## config.mk

```make
export PLATFORM = sky130hd
export DESIGN_NAME = jtp_tap
export DESIGN_NICKNAME = d
export VERILOG_FILES = /design/src/jtp_pkg.sv /design/src/jtp_fifo.sv /design/src/jtp_tap.sv
export SDC_FILE = /design/constraint.sdc
export NUM_CORES = 1
export LEC_CHECK = 0
export BUFFER_PORTS_ARGS = -buffer_cell sky130_fd_sc_hd__buf_2
export CAP_MARGIN = 20
export CORE_ASPECT_RATIO = 0.75
export CORE_MARGIN = 5
export CORE_UTILIZATION = 55
export CTS_CLUSTER_DIAMETER = 30
export DETAILED_ROUTE_END_ITERATION = 7
export GPL_TIMING_DRIVEN = 0
export HOLD_SLACK_MARGIN = 0.12
export PLACE_DENSITY_LB_ADDON = 0.1
export SKIP_CTS_REPAIR_TIMING = 1
export SYNTH_ARGS = -nofsm -noshare
export SYNTH_HDL_FRONTEND = slang
export SYNTH_SLANG_ARGS = --single-unit
```

## constraint.sdc

```tcl
create_clock -name ref_clk_i -period 2 [get_ports ref_clk_i]
set_input_delay 0.3 -clock ref_clk_i [delete_from_list [all_inputs] [get_ports ref_clk_i]]
set_output_delay 0.3 -clock ref_clk_i [all_outputs]
set_load 0.02 [all_outputs]
```

## src/jtp_pkg.sv

```systemverilog
/*
  Constants, state encoding and the controller step function shared by
  the test access port and its stream buffer.
  Assumes nothing beyond a SystemVerilog compiler.
*/
package jtp_pkg;

  // Widths and depths
  localparam int JTP_SYNC_N = 3;
  localparam int JTP_IR_W   = 4;
  localparam int JTP_DR_W   = 32;
  localparam int JTP_WORD_W = 8;
  localparam int JTP_CNT_W  = 3;
  localparam int JTP_FIFO_D = 4;

  // Instruction codes
  localparam logic [JTP_IR_W-1:0] JTP_IR_BYPASS = 4'hF;
  localparam logic [JTP_IR_W-1:0] JTP_IR_IDCODE = 4'h1;
  localparam logic [JTP_IR_W-1:0] JTP_IR_STREAM = 4'h8;
  localparam logic [JTP_IR_W-1:0] JTP_IR_RST    = JTP_IR_IDCODE;
  // Fixed pattern loaded on instruction capture
  localparam logic [JTP_IR_W-1:0] JTP_IR_CAP    = 4'h1;

  // Identification value: arbitrary, bit 0 set as the scan format needs
  localparam logic [JTP_DR_W-1:0] JTP_IDCODE    = 32'h0A5A_0001;

  localparam logic [JTP_CNT_W-1:0] JTP_CNT_LAST = 3'h7;

  // Controller states, Gray coded along the usual scan path
  typedef enum logic [3:0] {
    JTP_TLR    = 4'h0,
    JTP_RTI    = 4'h1,
    JTP_SEL_DR = 4'h3,
    JTP_CAP_DR = 4'h2,
    JTP_SH_DR  = 4'h6,
    JTP_EX1_DR = 4'h7,
    JTP_PA_DR  = 4'h5,
    JTP_EX2_DR = 4'h4,
    JTP_UPD_DR = 4'hC,
    JTP_SEL_IR = 4'hD,
    JTP_CAP_IR = 4'hF,
    JTP_SH_IR  = 4'hE,
    JTP_EX1_IR = 4'hA,
    JTP_PA_IR  = 4'hB,
    JTP_EX2_IR = 4'h9,
    JTP_UPD_IR = 4'h8
  } jtp_tap_t;

  // One controller step on a test clock rising edge
  function automatic jtp_tap_t jtp_tap_next(input jtp_tap_t s,
                                            input logic     tms);
    jtp_tap_t n;
    n = s;
    unique case (s)
      JTP_TLR:    n = tms ? JTP_TLR    : JTP_RTI;
      JTP_RTI:    n = tms ? JTP_SEL_DR : JTP_RTI;
      JTP_SEL_DR: n = tms ? JTP_SEL_IR : JTP_CAP_DR;
      JTP_CAP_DR: n = tms ? JTP_EX1_DR : JTP_SH_DR;
      JTP_SH_DR:  n = tms ? JTP_EX1_DR : JTP_SH_DR;
      JTP_EX1_DR: n = tms ? JTP_UPD_DR : JTP_PA_DR;
      JTP_PA_DR:  n = tms ? JTP_EX2_DR : JTP_PA_DR;
      JTP_EX2_DR: n = tms ? JTP_UPD_DR : JTP_SH_DR;
      JTP_UPD_DR: n = tms ? JTP_SEL_DR : JTP_RTI;
      JTP_SEL_IR: n = tms ? JTP_TLR    : JTP_CAP_IR;
      JTP_CAP_IR: n = tms ? JTP_EX1_IR : JTP_SH_IR;
      JTP_SH_IR:  n = tms ? JTP_EX1_IR : JTP_SH_IR;
      JTP_EX1_IR: n = tms ? JTP_UPD_IR : JTP_PA_IR;
      JTP_PA_IR:  n = tms ? JTP_EX2_IR : JTP_PA_IR;
      JTP_EX2_IR: n = tms ? JTP_UPD_IR : JTP_SH_IR;
      JTP_UPD_IR: n = tms ? JTP_SEL_DR : JTP_RTI;
    endcase
    return n;
  endfunction : jtp_tap_next

endpackage : jtp_pkg

```

## src/jtp_fifo.sv

```systemverilog
/*
  Shift-style FIFO with valid/ready on both sides; the head entry and
  all flags are flip-flops.
  Assumes one clock and a synchronous active-high reset.
*/
`timescale 1ns/100ps
module jtp_fifo #(
  parameter int W = 8,
  parameter int D = 4
) (
  // Clock and reset
  input  wire logic         ref_clk_i,
  input  wire logic         srst_i,
  // Fill side
  input  wire logic         in_valid_i,
  input  wire logic [W-1:0] in_data_i,
  output logic              in_ready_o,
  // Drain side
  output logic              out_valid_o,
  output logic [W-1:0]      out_data_o,
  input  wire logic         out_ready_i
);
  import jtp_pkg::*;

  typedef struct packed {
    logic [D-1:0]        vld;
    logic [D-1:0][W-1:0] mem;
  } jtp_fifo_st_t;

  jtp_fifo_st_t st;
  jtp_fifo_st_t next_st;
  logic         done;

  always_comb begin
    next_st = st;
    done    = 1'b0;
    // Pop shifts every entry one place toward the head
    if (st.vld[0] && out_ready_i) begin
      for (int i = 0; i < D - 1; i++) begin
        next_st.mem[i] = st.mem[i+1];
        next_st.vld[i] = st.vld[i+1];
      end
      next_st.vld[D-1] = 1'b0;
    end
    // Push lands in the first free slot after the pop
    if (in_valid_i && !st.vld[D-1]) begin
      for (int i = 0; i < D; i++) begin
        if (!done && !next_st.vld[i]) begin
          next_st.mem[i] = in_data_i;
          next_st.vld[i] = 1'b1;
          done           = 1'b1;
        end
      end
    end
  end

  always_ff @(posedge ref_clk_i) begin
    if (srst_i) begin
      st <= '0;
    end else begin
      st <= next_st;
    end
  end

  assign in_ready_o  = ~st.vld[D-1];
  assign out_valid_o = st.vld[0];
  assign out_data_o  = st.mem[0];

endmodule : jtp_fifo

```

## src/jtp_tap.sv

```systemverilog
/*
  Boundary-scan test access port run from the system clock. The test
  clock, mode select, data input and test reset are sampled, the test clock
  edges found, and a sixteen-state controller with instruction, bypass,
  identification and a byte stream register is stepped on them. Bytes
  shifted in under the stream instruction leave through a small FIFO.
  Assumes the test clock is well below a quarter of ref_clk_i and that
  the clock-fail interrupt and its select bit come from logic on
  ref_clk_i. The pad resolves the output from tdo_oe_n_o.
*/
`timescale 1ns/100ps
module jtp_tap (
  // Clock and reset
  input  wire logic                          ref_clk_i,
  input  wire logic                          srst_i,
  // Test port pins
  input  wire logic                          tck_i,
  input  wire logic                          tms_i,
  input  wire logic                          tdi_i,
  input  wire logic                          trst_n_i,
  output logic                               tdo_o,
  output logic                               tdo_oe_n_o,
  // Clock-fail flag reuse of the data output
  input  wire logic                          clk_fail_irq_i,
  input  wire logic                          clock_fail_flag_to_test_output_select_i,
  // Stream of shifted-in bytes
  output logic [jtp_pkg::JTP_WORD_W-1:0]     stream_data_o,
  output logic                               stream_valid_o,
  input  wire logic                          stream_ready_i,
  output logic                               stream_overflow_o
);
  import jtp_pkg::*;

  typedef struct packed {
    logic [JTP_SYNC_N-1:0] tck_s;
    logic [JTP_SYNC_N-1:0] tms_s;
    logic [JTP_SYNC_N-1:0] tdi_s;
    logic [JTP_SYNC_N-1:0] trst_s;
    logic                  tck_lvl;
    logic                  trst_lvl;
    jtp_tap_t              tap;
    logic [JTP_IR_W-1:0]   ir_sh;
    logic [JTP_IR_W-1:0]   ir;
    logic [JTP_DR_W-1:0]   dr_sh;
    logic                  byp;
    logic [JTP_WORD_W-1:0] word;
    logic [JTP_CNT_W-1:0]  bit_cnt;
    logic                  pend;
    logic [JTP_WORD_W-1:0] pend_word;
    logic                  ovf;
    logic                  tdo;
    logic                  tdo_oe_n;
  } jtp_st_t;

  jtp_st_t  st;
  jtp_st_t  next_st;
  logic     tck_rise;
  logic     tck_fall;
  logic     tms_smp;
  logic     tdi_smp;
  logic     scanning;
  logic     fifo_in_ready;
  jtp_tap_t exp_tap;

  assign tms_smp  = st.tms_s[2];
  assign tdi_smp  = st.tdi_s[2];
  // An edge counts once the second and third stages agree
  assign tck_rise = st.tck_s[1] & st.tck_s[2] & ~st.tck_lvl;
  assign tck_fall = ~st.tck_s[1] & ~st.tck_s[2] & st.tck_lvl;
  assign scanning = (st.tap == JTP_SH_DR) || (st.tap == JTP_SH_IR);
  assign exp_tap  = jtp_tap_next(st.tap, tms_smp);

  always_comb begin
    next_st        = st;
    next_st.tck_s  = {st.tck_s[1:0], tck_i};
    next_st.tms_s  = {st.tms_s[1:0], tms_i};
    next_st.tdi_s  = {st.tdi_s[1:0], tdi_i};
    next_st.trst_s = {st.trst_s[1:0], trst_n_i};
    if (st.tck_s[1] == st.tck_s[2]) begin
      next_st.tck_lvl = st.tck_s[2];
    end
    if (st.trst_s[1] == st.trst_s[2]) begin
      next_st.trst_lvl = st.trst_s[2];
    end
    // Pending byte leaves once the FIFO takes it
    if (st.pend && fifo_in_ready) begin
      next_st.pend = 1'b0;
    end
    if (!next_st.trst_lvl) begin
      // Test reset acts without any test clock edge
      next_st.tap      = JTP_TLR;
      next_st.ir       = JTP_IR_RST;
      next_st.tdo_oe_n = 1'b1;
    end else begin
      if (tck_rise) begin
        next_st.tap = exp_tap;
        case (st.tap)
          JTP_TLR: begin
            next_st.ir = JTP_IR_RST;
          end
          JTP_CAP_IR: begin
            next_st.ir_sh = JTP_IR_CAP;
          end
          JTP_SH_IR: begin
            next_st.ir_sh = {tdi_smp, st.ir_sh[JTP_IR_W-1:1]};
          end
          JTP_UPD_IR: begin
            next_st.ir = st.ir_sh;
          end
          JTP_CAP_DR: begin
            next_st.byp     = 1'b0;
            next_st.bit_cnt = '0;
            if (st.ir == JTP_IR_IDCODE) begin
              next_st.dr_sh = JTP_IDCODE;
            end else if (st.ir == JTP_IR_STREAM) begin
              // Report and clear the overflow flag
              next_st.dr_sh      = '0;
              next_st.dr_sh[1:0] = {st.ovf, st.pend};
              next_st.ovf        = 1'b0;
            end
          end
          JTP_SH_DR: begin
            next_st.byp   = tdi_smp;
            next_st.dr_sh = {tdi_smp, st.dr_sh[JTP_DR_W-1:1]};
            if (st.ir == JTP_IR_STREAM) begin
              next_st.word    = {tdi_smp, st.word[JTP_WORD_W-1:1]};
              next_st.bit_cnt = JTP_CNT_W'(st.bit_cnt + 1'b1);
              if (st.bit_cnt == JTP_CNT_LAST) begin
                // A full byte with the previous one still waiting is lost
                if (next_st.pend) begin
                  next_st.ovf = 1'b1;
                end else begin
                  next_st.pend      = 1'b1;
                  next_st.pend_word = {tdi_smp,
                                       st.word[JTP_WORD_W-1:1]};
                end
              end
            end
          end
          default: ;
        endcase
      end
      if (tck_fall) begin
        if (scanning) begin
          next_st.tdo_oe_n = 1'b0;
          if (st.tap == JTP_SH_IR) begin
            next_st.tdo = st.ir_sh[0];
          end else if ((st.ir == JTP_IR_IDCODE) ||
                       (st.ir == JTP_IR_STREAM)) begin
            next_st.tdo = st.dr_sh[0];
          end else begin
            next_st.tdo = st.byp;
          end
        end else if (clock_fail_flag_to_test_output_select_i) begin
          next_st.tdo_oe_n = 1'b0;
          next_st.tdo      = clk_fail_irq_i;
        end else begin
          next_st.tdo_oe_n = 1'b1;
        end
      end
    end
  end

  always_ff @(posedge ref_clk_i) begin
    if (srst_i) begin
      st          <= '0;
      st.tap      <= JTP_TLR;
      st.ir       <= JTP_IR_RST;
      st.tdo_oe_n <= 1'b1;
    end else begin
      st <= next_st;
    end
  end

  jtp_fifo #(
    .W (JTP_WORD_W),
    .D (JTP_FIFO_D)
  ) u_fifo (
    .ref_clk_i   (ref_clk_i),
    .srst_i      (srst_i),
    .in_valid_i  (st.pend),
    .in_data_i   (st.pend_word),
    .in_ready_o  (fifo_in_ready),
    .out_valid_o (stream_valid_o),
    .out_data_o  (stream_data_o),
    .out_ready_i (stream_ready_i)
  );

  assign tdo_o             = st.tdo;
  assign tdo_oe_n_o        = st.tdo_oe_n;
  assign stream_overflow_o = st.ovf;
endmodule : jtp_tap

```

# --- Word-level counts from Yosys, hierarchy flattened ---
# Cells that the tools add are included.
op_classes:
  addsub: 1
  eq_ne: 26
  n_mux: 53
  bitwise: 10
  n_reduce_logical: 34
ops:
  columns: ["cell", "count"]
  rows:
  - ["$pmux 33 s2", 1]
  - ["$mux 32", 2]
  - ["$pmux 4 s12", 1]
  - ["$mux 8", 5]
  - ["$eq 4x4->1 const B", 9]
  - ["$mux 36", 1]
  - ["$mux 24", 1]
  - ["$mux 1", 21]
  - ["$mux 21", 1]
  - ["$mux 10", 2]
  - ["$mux 4", 5]
  - ["$eq 4x3->1 const B", 4]
  - ["$pmux 4 s2", 2]
  - ["$reduce_and 4->1", 3]
  - ["$mux 11", 1]
  - ["$mux 2", 5]
  - ["$mux 9", 1]
  - ["$reduce_and 3->1", 3]
  - ["$eq 4x1->1 const B", 2]
  - ["$eq 4x2->1 const B", 2]
  - ["$reduce_and 8->1", 1]
  - ["$reduce_bool 2->1", 4]
  - ["$logic_not 1->1", 7]
  - ["$logic_and 1x1->1", 6]
  - ["other kinds (17)", 34]
totals:
  ff_bits: 118
  out_inout_bits: 12
  word_cells: 147

# --- Logic depth before layout (Yosys ltp) ---
# Gate-level depths: netlist (run 1).
logic_depth:
  word_depth: 16
  mapped_depth: 7
  ltp_nobuf: 6

# --- Modules after synthesis ---
# A second synthesis (run 1) with hierarchy kept.
hier_totals:
  hier_cells: 586
  hier_area_um2: 5351.4
by_module_without_submodules:
  columns: ["module", "instances", "cells_each", "area_per_inst_um2"]
  rows:
  - ["jtp_tap", 1, 381, 3550.9]
  - ["jtp_fifo", 1, 205, 1800.5]

# --- Worst setup path after synthesis (run 1) ---
# OpenSTA, ideal clock, no wires.
synth_path:
  kind: "register to register"
  from: "register st[81] in the netlist's numbering"
  to: "register st[62] in the netlist's numbering"
  setup_time_ps: 70
  arrival_time_ps: 1589
  required_ps: 1930
  path_slack_ps: 341
  path_stages_with_launch: 7
  cell_sequence: "dfxtp_1 ha_1 nor2b_1 buf_2 nand4_1 or3b_2 a21oi_1"
synth_via:
  elab_chain_len: 3
synth_lines:
  columns: ["item", "line_no", "rtl"]
  rows:
  - ["start, declared", "jtp_tap.sv:55", "jtp_st_t st;"]
  - ["start signal, assigned", "jtp_tap.sv:171", "st <= next_st;"]
  - ["$and 1x1->1 (2 in a row)", "jtp_tap.sv:68", "assign tck_rise = st.tck_s[1] & st.tck_s[2] & ~st.tck_lvl;"]
  - ["$reduce_and 3->1 (no line)", null, null]
# No other way between the ends.
# A chain may end at the register's enable or synchronous reset.

# --- Worst setup path after layout (run 1) ---
layout_path:
  from: "register st[11] in the netlist's numbering"
  to: "register u_fifo.st (netlist bit u_fifo.out_data_o[6])"
layout_via:
  elab_chain_len: 2
layout_lines:
  columns: ["item", "line_no", "rtl"]
  rows:
  - ["$logic_and 1x1->1", "jtp_fifo.sv:46", "if (in_valid_i && !st.vld[D-1]) begin"]
  - ["$mux 36", "jtp_fifo.sv:46", null]
  - ["end signal, assigned", "jtp_fifo.sv:61", "st <= next_st;"]
  - ["end, declared", "jtp_fifo.sv:30", "jtp_fifo_st_t st;"]
# No other way between the ends.

==> results_dict.tcl, run 1 <==
set metrics [dict create \
    cellLeakagePower_nw 2.07 \
    setup_violations 0 \
    finalWirelength_um 11700 \
    post-route-period-util_pct 94.2 \
    maxCapViolations 0 \
    worstMarginPinSlew_ns 0.693 \
    yosysMostFrequentCell "dfxtp_1" \
    cts_max_path_buffers 2 \
    grtUsageTotal_pct 21.7 \
    whs_ns 0.107 \
    status "finished, final reports clean" \
    critPathMaxFanout 10 \
    nFillCells 765 \
    yosys-top-cells-count "117 x dfxtp_1, 53 x a21oi_1, 47 x nor2_1, 37 x o21ai_0, 34 x nand2_1" \
    diodes 0 \
    die_height_um 93.1 \
    grt_antenna_before_repair 0 \
    synthTopCellsByArea "dfxtp_1 46%, a21oi_1 5.2%, mux2i_1 5.1%" \
    synth_top_area_cell "dfxtp_1" \
    cp.arrival_ns 2.19 \
    ir_drop_v 0.000629 \
    ios 21 \
    reg2reg_from "st[11]" \
    max-slew-margin-rel_pct 53.7 \
    ys_seq_area_share_pct 46.2 \
    synth_edf_count 0 \
    root_buffer "clkbuf_16" \
    required_ns 2.31 \
    critPathCaptureType "register" \
    globalRouteOverflowTotal 0 \
    grt_start_max_net_pins 17 \
    clock_latency_ns 0.41 \
    place_ws_ns 0.0000384 \
    hpwl_um 7920 \
    grt_pass1_vias 4020 \
    synth_top_cell_area_share_pct 46.2 \
    gp_congestion 0.878 \
    io_buffers 19 \
    syn-cell-area_um2 5070 \
    cpMaxStageDelayCell "dfxtp_1" \
    dieArea_um2 11300 \
    slew_viol_final 0 \
    grt_pass1_wl_um 19700 \
    setup_slack_ns 0.116 \
    firstDrtPassIters 5 \
    cts_sinks 117 \
    final-hold-violation-count 0 \
    synthToLayoutAreaGrowth_pct 17.3 \
    synth-seq-cells 117 \
    rsz0062_at_grt "yes" \
    synthesis.nets 589 \
    period_minus_slack_ns 1.88 \
    ant_nets 0 \
    path_clk_slew_ns 0.05 \
    fp.dieW_um 121 \
    multi_input_area_um2 2420 \
    cts_htree_levels 4 \
    crit_path_start "st[11]" \
    yosysWarningCount 0 \
    fin_nets 633 \
    first_iter_violations 349 \
    seqCellArea_um2 2340 \
    clock.fmax_mhz 531 \
    synth_ff_type "dfxtp_1" \
    core_um2 9010 \
    viasPerCell 5.96 \
    drive_gt1_share_pct 14.0 \
    syn_avg_cell_area_um2 8.80 \
    cts_buffers 17 \
    cts_tree "built" \
    ys_types 55 \
    initial_core_util_pct 56.3 \
    vias 4420 \
    skew_ns 0.00886 \
    placementRows 30 \
    cp_cell_sequence "nor2b_1 -> a21bo_1 -> clkbuf_1 -> a311oi_1" \
    avgRoutedWirePerCell_um 15.8 \
    async_reset_ff_share_pct 0 \
    path_class "register to register" \
    max_stage_delay_ns 0.49 \
    cp-start-kind "register" \
    syn_inst 576 \
    hp-start "tms_i" \
    drc 0 \
    hold_class "input port to register" \
    powerDensity_nw_per_um2 898 \
]
placed cells by master (no fill, tap or decap), types with 26 or more instances in the layout:
cell type and instances:
mux2i_1 26, nand3_1 28, a21oi_1 53, buf_2 30, nand2_1 34, nor2_1 47
clkbuf_1 31, dfxtp_1 117, nand4_1 26, o21ai_0 36
layer usage:
layer  global-route usage, %  routed length, um  up-vias
li1                        -                  -     2162
met1                    29.7               5590     2112
met2                    31.3               5340      123
met3                    7.13                599       23
met4                    9.15                182        0
met5                       0                  0        -
cells by family (layout without fill, tap and decap cells):
kind of cell,after synthesis,in the layout,share of synthesized area [%]
AND/OR/NAND/NOR,216,216,22.9
AO/OA/AOI/OAI,144,144,18.2
flip-flops,117,117,46.2
buffers and inverters,67,121,6.20
multiplexers,26,26,5.14
adder cells (fa/ha/maj),5,5,1.19
XOR/XNOR,1,1,0.173
sequential cells by signal, indices dropped and copies added (netlist names):
register / count
u_fifo.out_valid_o: 1
u_fifo.st: 27
tdo_oe_n_o: 1
st: 70
u_fifo.out_data_o: 8
stream_overflow_o: 1
next_st: 8
tdo_o: 1
power by group:
group | switching [mW] | internal, mW | leakage, nW
registers | 0.00459 | 2.34 | 0.944
clock network | 0.983 | 1.91 | 0.269
logic | 0.0641 | 0.0312 | 0.858
worst max-delay path: cells and delay by family, from the launching register on:
kind | cells | cell delay [ns]
AND/OR/NAND/NOR | 1 | 0.37
buffers and inverters | 1 | 0.28
AO/OA/AOI/OAI | 2 | 0.64
flip-flops | 1 | 0.49
cell type report:
class | instances | area share [%]
Multi-Input combinational cell | 392 | 40.8
Sequential cell | 117 | 39.4
Clock buffer | 25 | 8.17
Buffer | 57 | 4.76
Timing Repair Buffer | 26 | 2.74
Tap cell | 112 | 2.36
Clock inverter | 4 | 1.22
Inverter | 9 | 0.569
per-stage QoR:
step	util [%]	power, mW	TNS, ns	cells	cell area (um2)
after floorplan	-	2.46	0	576	5070
after global placement	58.9	2.49	0	707	5300
after detailed placement	58.9	2.49	0	707	5300
after CTS	65.1	5.37	-0.0573	736	5860
after global routing	66.0	5.51	-0.0208	742	5940
final	66.0	5.34	0	742	5940
path summary, 6_finish.rpt:
check / slack, ns / cells past startpoint / end
worst min register to register: 0.43 / 1 / next_st[72]
worst min-delay path: 0.11 / 2 / next_st[77]
worst max register to register: 0.12 / 4 / u_fifo.out_data_o[6]
worst max-delay path: 0.12 / 4 / u_fifo.out_data_o[6]
No activity file was read; power rests on OpenSTA's default activity.
==> inputs of run 2 (changes only) <==
==> constraint.sdc (replaced) <==
create_clock -name ref_clk_i -period 1.75 [get_ports ref_clk_i]
set_input_delay 0.0875 -clock ref_clk_i [delete_from_list [all_inputs] [get_ports ref_clk_i]]
set_output_delay 0.0875 -clock ref_clk_i [all_outputs]
set_load 0.02 [all_outputs]
==> results_dict.tcl, run 2 (synthesis results as in run 1) <==
set metrics [dict create \
    status "finished, final reports clean" \
    skew_ns 0.0105 \
    final-hold-violation-count 0 \
    gp_congestion 0.878 \
    ir_drop_v 0.000718 \
    cts_tree "built" \
    grt_start_max_net_pins 17 \
    setup_violations 0 \
    drive_gt1_share_pct 19.5 \
    cts_buffers 17 \
    fin_area_um2 6130 \
    cp.arrival_ns 2.03 \
    dieArea_um2 11300 \
    cpMaxStageDelayCell "dfxtp_2" \
    post-route-period-util_pct 97.2 \
    critPathMaxFanout 7 \
    wirelength_met1_um 5720 \
    cp_cell_sequence "ha_4 -> nor2b_1 -> buf_4 -> nand4_1 -> buf_4 -> buf_4 -> nor2b_1 -> nor3_1" \
    diodes 0 \
    die_height_um 93.1 \
    finalWirelength_um 12000 \
    ios 21 \
    path_class "register to register" \
    vias 4461 \
    clock.fmax_mhz 588 \
    synthToLayoutAreaGrowth_pct 20.9 \
    first_iter_violations 383 \
    ant_nets 0 \
    worstMarginPinSlew_ns 0.633 \
    whs_ns 0.159 \
    cp-start-kind "register" \
    fin_util_pct 68.0 \
    reg_top3 "st x70, u_fifo.st x27" \
    max-slew-margin-rel_pct 57.8 \
    cts_sinks 117 \
    cp_top_family "simple AND/OR/NAND/NOR gates" \
    period_minus_slack_ns 1.70 \
    drc 0 \
    fin_nets 639 \
    route.met3.wl_um 595 \
    grt_pass1_wl_um 19700 \
    layout_commonest_cell "dfxtp_1" \
    layout_common_cells "110 x dfxtp_1, 51 x a21oi_1, 47 x nor2_1" \
    viasPerCell 5.96 \
    initial_core_util_pct 56.3 \
    highest_layer "met4" \
    slew_viol_final 0 \
    fp.dieW_um 121 \
    globalRouteOverflowTotal 0 \
    nFillCells 733 \
    grt_pass1_vias 4020 \
    cp_common_cell "buf_4" \
    cts_max_path_buffers 2 \
    met2_length_um 5550 \
    critPathCaptureType "register" \
    hpwl_um 7920 \
    clock_latency_ns 0.41 \
    placed_area_um2 5300 \
    maxCapViolations 0 \
    firstDrtPassIters 5 \
    r2r_setup_slack_ns 0.05 \
    total_power_mw 6.11 \
    core_um2 9010 \
    powerDensity_nw_per_um2 996 \
    hold_class "input port to register" \
    grt_antenna_before_repair 0 \
    path_clk_slew_ns 0.05 \
    required_ns 2.08 \
    largest_register_ffs 70 \
    critical_path_buf_inv_count 3 \
    placementRows 30 \
    cts_htree_levels 4 \
    io_buffers 19 \
    cellLeakagePower_nw 2.16 \
    max_stage_delay_ns 0.37 \
    regMostFlops "st" \
    grtUsageTotal_pct 21.7 \
    avgRoutedWirePerCell_um 16.0 \
    root_buffer "clkbuf_16" \
]
[run 2: changes by cell type in the layout (fill, tap and decap cells not counted), moves of 3 or more]
cell and delta:
buf_4 +8, clkbuf_4 +3, clkbuf_2 +7, clkbuf_1 -8, dfxtp_1 -7, dlygate4sd3_1 +3, buf_2 -5, dfxtp_2 +7
[run 2: where the power goes]
part | switching (mW) | internal (mW) | total (mW)
Clock | 1.12 | 2.18 | 3.30
Combinational | 0.0754 | 0.0407 | 0.116
Sequential | 0.00674 | 2.68 | 2.69
Total | 1.21 | 4.90 | 6.11
[run 2: path summary, 6_finish.rpt]
check | from | to | cells past startpoint
min | clk_fail_irq_i | tdo_o | 4
max reg2reg | st[81] | st[60] | 8
min reg2reg | next_st[71] | next_st[72] | 1
max | st[81] | st[60] | 8
[run 2: cell type report]
type                            instances  area (um2)  area share (%)
Clock inverter                          4        72.6            1.18
Buffer                                 55         300            4.90
Sequential cell                       117        2350            38.4
Timing Repair Buffer                   34         230            3.76
Tap cell                              112         140            2.29
Multi-Input combinational cell        392        2510            41.0
Clock buffer                           25         485            7.92
Inverter                                9        33.8           0.551
[run 2: metal layers]
metal	GRT usage, %	vias up
met3	7.13	16
met4	9.15	0
met1	29.7	2148
li1	-	2174
met2	31.3	123
met5	0	-
[run 2: worst reg2reg max path: stages (launching register included)]
cell and delay, ns:
dfxtp_2 0.37, ha_4 0.15, nor2b_1 0.12, buf_4 0.16, nand4_1 0.22, buf_4 0.22
buf_4 0.12, nor2b_1 0.12, nor3_1 0.15
[run 2: stage by stage]
step | setup WS [ns] | std cells | setup TNS [ns]
CTS | -0.285 | 736 | -7.18
detailed placement | -0.250 | 707 | -5.23
floorplan | 0.0907 | 576 | 0
global route | -0.0113 | 748 | -0.0161
global placement | -0.190 | 707 | -2.18
finish | 0.0494 | 748 | 0
